$ cat src/common/tms_pkg.sv
// How it works
// - start request with both lines high reloads baud counter from reload bits 7:0.
// - clock still high at expiry: pull data low, clock high, set start-detected.
// - one more baud period, then clear start request, suspend counter, data low.
// - start collision: lines low at begin or clock low early; flag, abort, idle.
// - restart request ignored while another sequence runs.
// - restart pulls clock low, then releases data for one baud period.
// - release clock, wait high, one period both high, data low period, clock low.
// - restart end clears request without reload, data stays low; start-detected was set when data went low.
// - restart event flag raised only after final count.
// - restart collision: data low at clock rise, or clock falls before data low.
// - buffer write sets buffer-full and launches the byte transmit.
// - data changes after clock fall; clock low one period, high one period.
// - after eighth bit falls, clear buffer-full and release data for acknowledge.
// - ninth-bit line level stored as acknowledge status, 0 ack, 1 nack.
// - after ninth clock set event flag, hold clock low, data released, suspend.
// - buffer write during a transmit sets write-collision and is discarded.
// - receive request taken only when idle, otherwise disregarded.
// - receive toggles clock at each rollover, shifts data in each clock.
// - after eighth receive clock falls: clear request, load buffer, flags, idle.
// - buffer read clears buffer-full in receive; ack-send request then allowed.
// - released clock suspends counter until line reads high, then reload.
// - buffer write during any sequence sets write-collision, buffer unchanged.
`default_nettype none
package tms_pkg;
    localparam logic [7:0] ADR_CTRL   = 8'h00;
    localparam logic [7:0] ADR_STATUS = 8'h04;
    localparam logic [7:0] ADR_BAUD   = 8'h08;
    localparam logic [7:0] ADR_BUF    = 8'h0C;
    // control_two_register bit positions
    localparam int CB_START   = 0;
    localparam int CB_RESTART = 1;
    localparam int CB_STOP    = 2;
    localparam int CB_RECV    = 3;
    localparam int CB_ACKSEND = 4;
    localparam int CB_ACK_RECEIVED_STATUS = 6;
    // port_status_register bit positions, write one to clear except buffer-full
    localparam int SB_BFULL = 0;
    localparam int SB_START = 3;
    localparam int SB_EVENT = 4;
    localparam int SB_COLL  = 5;
    localparam int SB_WRITE_COLLISION_FLAG  = 6;
    localparam logic [7:0] BAUD_RST = 8'h04;
    localparam logic [3:0] BITS_BYTE = 4'h8;

    typedef enum logic [3:0] {
        ST_IDLE, ST_S_WAIT, ST_S_HOLD,
        ST_R_LOW, ST_R_SDA, ST_R_SCLR, ST_R_HIGH, ST_R_SDAL,
        ST_T_LOW, ST_T_RISE, ST_T_HIGH,
        ST_RX_LOW, ST_RX_RISE, ST_RX_HIGH
    } tms_state_e;

    typedef struct packed {
        logic sclIn;
        logic sdaIn;
    } tms_lines_s;
endpackage
`default_nettype wire

$ cat src/rtl/tms_master_seq.sv
// Our own choices: the address map and the Wishbone interface to the registers.
`timescale 1ns/10ps
`default_nettype none
module tms_master_seq
    import tms_pkg::*;
(
    input  wire logic        mclk,
    input  wire logic        rst,
    input  wire logic        wb_cyc_i,
    input  wire logic        wb_stb_i,
    input  wire logic        wb_we_i,
    input  wire logic [7:0]  wb_adr_i,
    input  wire logic [3:0]  wb_sel_i,
    input  wire logic [31:0] wb_dat_i,
    output logic      [31:0] wb_dat_o,
    output logic             wb_ack_o,
    input  wire logic        sclIn,
    output logic             sclOut,
    output logic             sclOe_n,
    input  wire logic        sdaIn,
    output logic             sdaOut,
    output logic             sdaOe_n
);
    tms_lines_s  s1, s2, s3, ln;
    tms_state_e  state;
    logic [7:0]  baudReload, baudCnt, sharedBuffer, shiftRegister;
    logic        baudRun, baudDone;
    logic        startReq, restartReq, recvReq, ackSendReq, stopReq, ack_received_status;
    logic        bufferFull, startSeen, eventFlag, collision, writeColl;
    logic        sclLow, sdaLow;
    logic [3:0]  bitCnt;
    logic        ackPhase;
    logic        req, wrStb, rdStb;

    // three stage sampling; second and third must agree before a change counts
    always_ff @(posedge mclk) begin
        s1 <= '{sclIn: sclIn, sdaIn: sdaIn};
        s2 <= s1;
        s3 <= s2;
        if (rst)
            ln <= '{sclIn: 1'b1, sdaIn: 1'b1};
        else begin
            if (s2.sclIn == s3.sclIn)
                ln.sclIn <= s3.sclIn;
            if (s2.sdaIn == s3.sdaIn)
                ln.sdaIn <= s3.sdaIn;
        end
    end

    // open drain: only ever drive zero
    assign sclOut  = 1'b0;
    assign sdaOut  = 1'b0;
    assign sclOe_n = ~sclLow;
    assign sdaOe_n = ~sdaLow;

    assign req   = wb_cyc_i & wb_stb_i & ~wb_ack_o;
    assign wrStb = req & wb_we_i & wb_sel_i[0];
    assign rdStb = req & ~wb_we_i;

    always_ff @(posedge mclk) begin
        if (rst)
            wb_ack_o <= 1'b0;
        else
            wb_ack_o <= req;
    end

    always_ff @(posedge mclk) begin
        if (rst)
            wb_dat_o <= 32'h0000_0000;
        else if (rdStb) begin
            unique case (wb_adr_i)
                ADR_CTRL:   wb_dat_o <= {25'h0, ack_received_status, 1'b0, ackSendReq, recvReq,
                                         stopReq, restartReq, startReq};
                ADR_STATUS: wb_dat_o <= {25'h0, writeColl, collision, eventFlag,
                                         startSeen, 2'b00, bufferFull};
                ADR_BAUD:   wb_dat_o <= {24'h0, baudReload};
                ADR_BUF:    wb_dat_o <= {24'h0, sharedBuffer};
                default:    wb_dat_o <= 32'h0000_0000;
            endcase
        end
    end

    always_ff @(posedge mclk) begin
        if (rst)
            baudReload <= BAUD_RST;
        else if (wrStb && wb_adr_i == ADR_BAUD)
            baudReload <= wb_dat_i[7:0];
    end

    logic        idle, bufWrite, bufRead, ctrlWrite;
    logic        ldBaud, stopBaud, setStart, setEvent, setColl, finStart, finRestart;
    logic        finRecv, ldRecv, ackSample, txEnd;
    assign idle      = (state == ST_IDLE);
    assign bufWrite  = wrStb && wb_adr_i == ADR_BUF;
    assign bufRead   = rdStb && wb_adr_i == ADR_BUF;
    assign ctrlWrite = wrStb && wb_adr_i == ADR_CTRL;
    assign baudDone  = baudRun && baudCnt == 8'h00;

    // baud down counter; reloads from low eight bits of the reload register
    always_ff @(posedge mclk) begin
        if (rst) begin
            baudCnt <= 8'h00;
            baudRun <= 1'b0;
        end else if (ldBaud) begin
            baudCnt <= baudReload;
            baudRun <= 1'b1;
        end else if (stopBaud || baudDone)
            baudRun <= 1'b0;
        else if (baudRun)
            baudCnt <= baudCnt - 8'h01;
    end

    // main sequencer
    always_ff @(posedge mclk) begin
        ldBaud <= 1'b0;
        if (rst) begin
            state <= ST_IDLE;
            sclLow <= 1'b0;
            sdaLow <= 1'b0;
            bitCnt <= 4'h0;
            ackPhase <= 1'b0;
            shiftRegister <= 8'h00;
        end else begin
            unique case (state)
                ST_IDLE: begin
                    if (startReq) begin
                        if (!ln.sclIn || !ln.sdaIn)
                            state <= ST_IDLE;
                        else begin
                            ldBaud <= 1'b1;
                            state <= ST_S_WAIT;
                        end
                    end else if (restartReq) begin
                        sclLow <= 1'b1;
                        state <= ST_R_LOW;
                    end else if (bufWrite && !writeCollCond()) begin
                        shiftRegister <= wb_dat_i[7:0];
                        bitCnt <= 4'h0;
                        ackPhase <= 1'b0;
                        sclLow <= 1'b1;
                        ldBaud <= 1'b1;
                        state <= ST_T_LOW;
                    end else if (recvReq) begin
                        bitCnt <= 4'h0;
                        sdaLow <= 1'b0;
                        sclLow <= 1'b1;
                        ldBaud <= 1'b1;
                        state <= ST_RX_LOW;
                    end
                end
                ST_S_WAIT: begin
                    if (!ln.sclIn)
                        state <= ST_IDLE;
                    else if (baudDone) begin
                        sdaLow <= 1'b1;
                        ldBaud <= 1'b1;
                        state <= ST_S_HOLD;
                    end
                end
                ST_S_HOLD: if (baudDone) begin
                    state <= ST_IDLE;
                end
                ST_R_LOW: if (!ln.sclIn) begin
                    sdaLow <= 1'b0;
                    ldBaud <= 1'b1;
                    state <= ST_R_SDA;
                end
                ST_R_SDA: if (baudDone && ln.sdaIn) begin
                    sclLow <= 1'b0;
                    state <= ST_R_SCLR;
                end
                ST_R_SCLR: if (ln.sclIn) begin
                    if (!ln.sdaIn)
                        state <= ST_IDLE;
                    else begin
                        ldBaud <= 1'b1;
                        state <= ST_R_HIGH;
                    end
                end
                ST_R_HIGH: begin
                    if (!ln.sclIn || !ln.sdaIn)
                        state <= ST_IDLE;
                    else if (baudDone) begin
                        sdaLow <= 1'b1;
                        ldBaud <= 1'b1;
                        state <= ST_R_SDAL;
                    end
                end
                ST_R_SDAL: if (baudDone) begin
                    sclLow <= 1'b1;
                    state <= ST_IDLE;
                end
                ST_T_LOW: begin
                    // data moves a cycle after the fall, never racing it
                    if (ldBaud)
                        // release for ack, else next bit msb first
                        sdaLow <= ackPhase ? 1'b0 : ~shiftRegister[7];
                    if (baudDone) begin
                        sclLow <= 1'b0;
                        state <= ST_T_RISE;
                    end
                end
                ST_T_RISE: if (ln.sclIn) begin
                    ldBaud <= 1'b1;
                    state <= ST_T_HIGH;
                end
                ST_T_HIGH: if (baudDone) begin
                    sclLow <= 1'b1;
                    if (ackPhase)
                        state <= ST_IDLE;
                    else begin
                        shiftRegister <= {shiftRegister[6:0], 1'b0};
                        bitCnt <= bitCnt + 4'h1;
                        ldBaud <= 1'b1;
                        state <= ST_T_LOW;
                        if (bitCnt == BITS_BYTE - 4'h1)
                            ackPhase <= 1'b1;
                    end
                end
                ST_RX_LOW: if (baudDone) begin
                    sclLow <= 1'b0;
                    state <= ST_RX_RISE;
                end
                ST_RX_RISE: if (ln.sclIn) begin
                    ldBaud <= 1'b1;
                    state <= ST_RX_HIGH;
                end
                ST_RX_HIGH: if (baudDone) begin
                    shiftRegister <= {shiftRegister[6:0], ln.sdaIn};
                    sclLow <= 1'b1;
                    bitCnt <= bitCnt + 4'h1;
                    if (bitCnt == BITS_BYTE - 4'h1)
                        state <= ST_IDLE;
                    else begin
                        ldBaud <= 1'b1;
                        state <= ST_RX_LOW;
                    end
                end
                default: state <= ST_IDLE;
            endcase
            if (setColl) begin
                sclLow <= 1'b0;
                sdaLow <= 1'b0;
                state <= ST_IDLE;
            end
        end
    end

    // a write while anything moves is refused
    function automatic logic writeCollCond();
        return !idle || baudRun || startReq || restartReq || recvReq || stopReq || ackSendReq;
    endfunction

    assign setColl   = (idle && startReq && (!ln.sclIn || !ln.sdaIn))
                     || (state == ST_S_WAIT && !ln.sclIn)
                     || (state == ST_R_SCLR && ln.sclIn && !ln.sdaIn)
                     || (state == ST_R_HIGH && (!ln.sclIn || !ln.sdaIn));
    assign finStart   = state == ST_S_HOLD && baudDone;
    assign finRestart = state == ST_R_SDAL && baudDone;
    assign finRecv    = state == ST_RX_HIGH && baudDone && bitCnt == BITS_BYTE - 4'h1;
    assign ackSample  = state == ST_T_HIGH && baudDone && ackPhase;
    assign txEnd      = state == ST_T_HIGH && baudDone && !ackPhase
                        && bitCnt == BITS_BYTE - 4'h1;
    assign setStart   = (state == ST_S_WAIT && baudDone && ln.sclIn)
                        || (state == ST_R_HIGH && baudDone && ln.sclIn && ln.sdaIn);
    assign setEvent   = finStart || finRestart || finRecv || ackSample;
    assign stopBaud   = setColl;
    assign ldRecv     = finRecv;

    // request bits; hardware clears on completion or abort
    always_ff @(posedge mclk) begin
        if (rst) begin
            startReq <= 1'b0;
            restartReq <= 1'b0;
            recvReq <= 1'b0;
            ackSendReq <= 1'b0;
            stopReq <= 1'b0;
        end else begin
            if (ctrlWrite && idle && !baudRun) begin
                startReq   <= wb_dat_i[CB_START];
                restartReq <= wb_dat_i[CB_RESTART];
                stopReq    <= wb_dat_i[CB_STOP];
                recvReq    <= wb_dat_i[CB_RECV] & ~bufferFull;
                ackSendReq <= wb_dat_i[CB_ACKSEND];
            end
            if (finStart || setColl)
                startReq <= 1'b0;
            if (finRestart || setColl)
                restartReq <= 1'b0;
            if (finRecv)
                recvReq <= 1'b0;
            if (idle && restartReq && !startReq)
                restartReq <= restartReq;
            // stop and acknowledge sequences live elsewhere; drop the request
            if (stopReq)
                stopReq <= 1'b0;
            if (ackSendReq)
                ackSendReq <= 1'b0;
        end
    end

    // buffer and status flags; hardware set wins over software clear
    always_ff @(posedge mclk) begin
        if (rst) begin
            sharedBuffer <= 8'h00;
            bufferFull <= 1'b0;
            ack_received_status <= 1'b0;
        end else begin
            if (bufRead && !idle)
                bufferFull <= bufferFull;
            else if (bufRead)
                bufferFull <= 1'b0;
            if (bufWrite && !writeCollCond()) begin
                sharedBuffer <= wb_dat_i[7:0];
                bufferFull <= 1'b1;
            end
            if (txEnd || setColl)
                bufferFull <= 1'b0;
            if (ldRecv) begin
                sharedBuffer <= {shiftRegister[6:0], ln.sdaIn};
                bufferFull <= 1'b1;
            end
            if (ackSample)
                ack_received_status <= ln.sdaIn;
        end
    end

    always_ff @(posedge mclk) begin
        if (rst) begin
            startSeen <= 1'b0;
            eventFlag <= 1'b0;
            collision <= 1'b0;
            writeColl <= 1'b0;
        end else begin
            if (wrStb && wb_adr_i == ADR_STATUS) begin
                if (wb_dat_i[SB_START]) startSeen <= 1'b0;
                if (wb_dat_i[SB_EVENT]) eventFlag <= 1'b0;
                if (wb_dat_i[SB_COLL])  collision <= 1'b0;
                if (wb_dat_i[SB_WRITE_COLLISION_FLAG])  writeColl <= 1'b0;
            end
            if (setStart)
                startSeen <= 1'b1;
            if (setEvent)
                eventFlag <= 1'b1;
            if (setColl)
                collision <= 1'b1;
            if (bufWrite && writeCollCond())
                writeColl <= 1'b1;
        end
    end
endmodule
`default_nettype wire

$ cat config.mk
export PLATFORM = sky130hd
export DESIGN_NAME = tms_master_seq
export DESIGN_NICKNAME = d
export VERILOG_FILES = /design/src/common/tms_pkg.sv /design/src/rtl/tms_master_seq.sv
export SDC_FILE = /design/constraint.sdc
export NUM_CORES = 1
export LEC_CHECK = 0
export ABC_AREA = 1
export BUFFER_PORTS_ARGS = -buffer_cell sky130_fd_sc_hd__clkbuf_2
export CAP_MARGIN = 5
export CORE_MARGIN = 2
export CORE_UTILIZATION = 28
export CTS_CLUSTER_DIAMETER = 200
export DETAILED_ROUTE_END_ITERATION = 7
export PLACE_DENSITY_LB_ADDON = 0.08
export RECOVER_POWER = 50
export SLEW_MARGIN = 10
export SYNTH_ARGS = -nofsm -noshare
export SYNTH_HDL_FRONTEND = slang
export SYNTH_SLANG_ARGS = --single-unit
$ cat constraint.sdc
create_clock -name mclk -period 3.9 [get_ports mclk]
set_input_delay 0.39 -clock mclk [delete_from_list [all_inputs] [get_ports mclk]]
set_output_delay 0.39 -clock mclk [all_outputs]
set_load 0.05 [all_outputs]
==> metrics list <==
- Floorplan die height: about 130 um
* Tcrit/Tclk final: 74.30%
* Standard cell core area: roughly 15000 um2
- Synthesis inferred 73 register bits.
* Final-layout fill cell count: ~1.7k
* Most common cell in the synthesized netlist: nand2_1
* Starting Density: 28.36%
* Crit Path Class: in2reg
- For the pin with the worst max-slew slack, the measured transition is around 1900 ps.
- CTS tree: done
* Width of the die: 127.4 um
- Of the total synthesized cell area, the portion taken by full adders, half adders and majority gates is 0.5869%.
- The cell count after synthesis came out at 637.
* Total via count in the routed design: 3996
* Total inserted antenna cells: 0
- Post-layout instance count excluding filler cells: approximately 860
- Worst slew margin: -29.77%
- Global routing finished with a remaining overflow of 0.
- After synthesis, the largest family of logic cells by area is simple AND/OR/NAND/NOR gates.
* Antenna violations before repair: 0
* Final Slew Violations: 38
- Antenna Nets Post-Route: 0
- Weighted congestion at the end of routability-driven global placement: 0.8769
- The clock drives 73 sinks.
- Including well taps, the total number of placed cells is between 800 and 900.
- The synthesized netlist devotes 16.11% of its cell area to compound gates.
- After clock tree synthesis, the repair step resized 0 gates.
* Share of the synthesized netlist area taken by xor and xnor gates: 1.232%
- Detailed placement finished with a half-perimeter wire length of 9479 um.
- Total wire length after detailed routing: 12460 um
* Arrival @ worst endpoint: 3100 ps
- Setup violations remaining at the end of the flow were counted as 0.
- Clock-pin slew was measured on the worst setup and hold paths at 60 ps.
* Drt first pass iters: 4
- Of all nets on the critical path, the largest fanout is 37.
- Port Buf Inserts: 34
- Cell accounting for the most synthesized area: dfxtp_1
* Class of the most critical hold timing path: in2reg
* Setup repair after global routing missed its margin: false
* Number of flops mapped to enable cells by yosys: 0
- Final Total Pwr: 2789 uW
- Worst Path Required: approximately 4000 ps
* Clock root buffer master: clkbuf_16
- Across the run, the number of max-cap violations was 1.
* Aggregate global-route resource usage: about 16%
- In this run the mean area of a mapped cell was approximately 6.7 um2.
- By count the netlist is led by nand2_1, inv_1, dfxtp_1.
- The final count of hold timing violations came to 0.
* I/O pins: 88
- TritonCTS created 9 clock buffers.
- The die covers about 16000 um2.
* Wire length of the first global-routing pass: 20120 um
- Multiplexer cells account for 0% of the synthesized area.
- Detailed-route vias per instance: 4.641
- Total power density per cell area: 587.4 nW/um2
* Final Skew: about 11 ps
- Status: finished, violations left
* Share of layout cells above drive strength 1: 12.33%
- Most used flip-flop cell after synthesis: dfxtp_1
- The clock period could shrink to 2898 ps.
* Post-route core utilization: 31.58%
- Post-synthesis simple-gate area fraction: around 34%
* Buffers from clock root to sink, at most: 2
- Iteration-0 DRC Markers: 309
* R2r setup slk: 1350 ps
* Proportion of netlist area held by the largest area contributor: 34.27%
* Setup TNS: 0 ps
* Distinct cells, synth: 42
* Worst skew pair latency: 350 ps
- Derived from the worst setup path, the maximum achievable clock frequency is 345.1 MHz.
* Number of warnings reported in the yosys synthesis log: 0
- In this run the static leakage power is 0.002150 uW.
* Maximum number of pins on one net before global-route repair: 38
- After detailed routing, the number of remaining DRC violations is 0.
- After detailed routing, the average wire length per cell comes to around 14 um.
* Worst slack, placed: 1383 ps
- Category of the worst setup path launch point: primary input
- Synth Cell Area: 4264 um2
- Number of levels in the clock H-tree: 3
- The share of the Yosys chip area taken by registers is roughly a third.
* Cell types occupying the most area after synthesis: dfxtp_1, nand2_1, inv_1, o21ai_0, a21oi_1
* Max VDD drop: between 200 and 250 uV
* Layout area overhead: 11.33%
* Vias in the first global route: 3839
* Fraction of registers with async set or reset after synthesis: 0%
- The worst path meets setup with 1002 ps of slack.
- Buffer count from post-CTS setup fixing: 0
* Fin nets: roughly 720
- Number of cell rows: 45
- Hold-fix buffers, CTS: 0
* Violated checks: capacitance limit, slew limit
- Element type at the critical path end: register
[path summary, 6_finish.rpt]
path | depth (start not counted) | startpoint | to
hold / removal | 1 | sclIn | s1[1]
hold reg to reg | 0 | s1[1] | s2[1]
setup / recovery | 4 | rst | baudReload[4]
setup reg to reg | 11 | baudCnt[0] | sharedBuffer[6]
[cells by family after synthesis]
family / count (synthesis)
compound gates: 128
flops: 73
buf+inv: 127
xor+xnor: 6
simple gates: 300
fa+ha+maj: 2
other cells: 1
[stage by stage]
| step | cell area, um2 | hold WS, ps |
|---|---|---|
| 4_1_cts | 4771 | 129.7 |
| 6_report | 4747 | 141.6 |
| 3_3_place_gp | 4499 | 310.3 |
| 2_1_floorplan | 4358 | 309.6 |
| 5_1_grt | 4747 | 131.6 |
| 3_5_place_dp | 4499 | 312.1 |
[final cells by class]
class	instances	area (um2)	area share [%]
multi-input combinational	462	2288	48.21
sequential	73	1461	30.79
inverter	88	335.3	7.064
tap	188	235.2	4.955
clock buffer	10	229.0	4.823
timing repair buffer	34	155.1	3.268
clock inverter	6	42.54	0.8962
[flip-flops by register name (all words and copies together) (netlist names), 2 cells and up]
name and cells:
ln 2, shiftRegister 8, baudCnt 8, s1 2
s3 2, bitCnt 4, s2 2, sharedBuffer 8
state 4, baudReload 8, wb_dat_o 8
[routing by layer]
metal	track usage [%]	part of all wire (%)	wire length, um
met5	0	0	0
met4	6.658	1.5	191
met3	2.680	4.0	498
met2	25.10	44	5544
met1	21.91	50	6230
[cells in the final DEF (no fill, tap or decap), types with 4 or more instances in the layout]
master     count
nor2_2        17
nor2_4         4
nor2_1        63
inv_2          6
o22ai_1        9
clkbuf_16      9
o21ai_1        4
inv_1         79
o211ai_1       5
a21oi_1       50
nand3_1       43
o21ai_0       53
nand2_2        7
nand4_1        8
dfxtp_1       73
conb_1        26
nor3_1         5
nand2_1      138
clkbuf_1      13
clkbuf_2      22
[critical path, cell delays in order]
cell and delay, ps:
clkbuf_1 1360, inv_1 980, o21ai_0 290, a21oi_1 60
[where the power goes]
group          switching (uW)  leakage [uW]  internal (uW)  total (uW)
clock                     353      0.000129            432         785
combinational             777       0.00143            336        1110
sequential               71.6      0.000593            819         891
total                    1200       0.00215           1590        2790
Power figures use the tool's default switching activity.
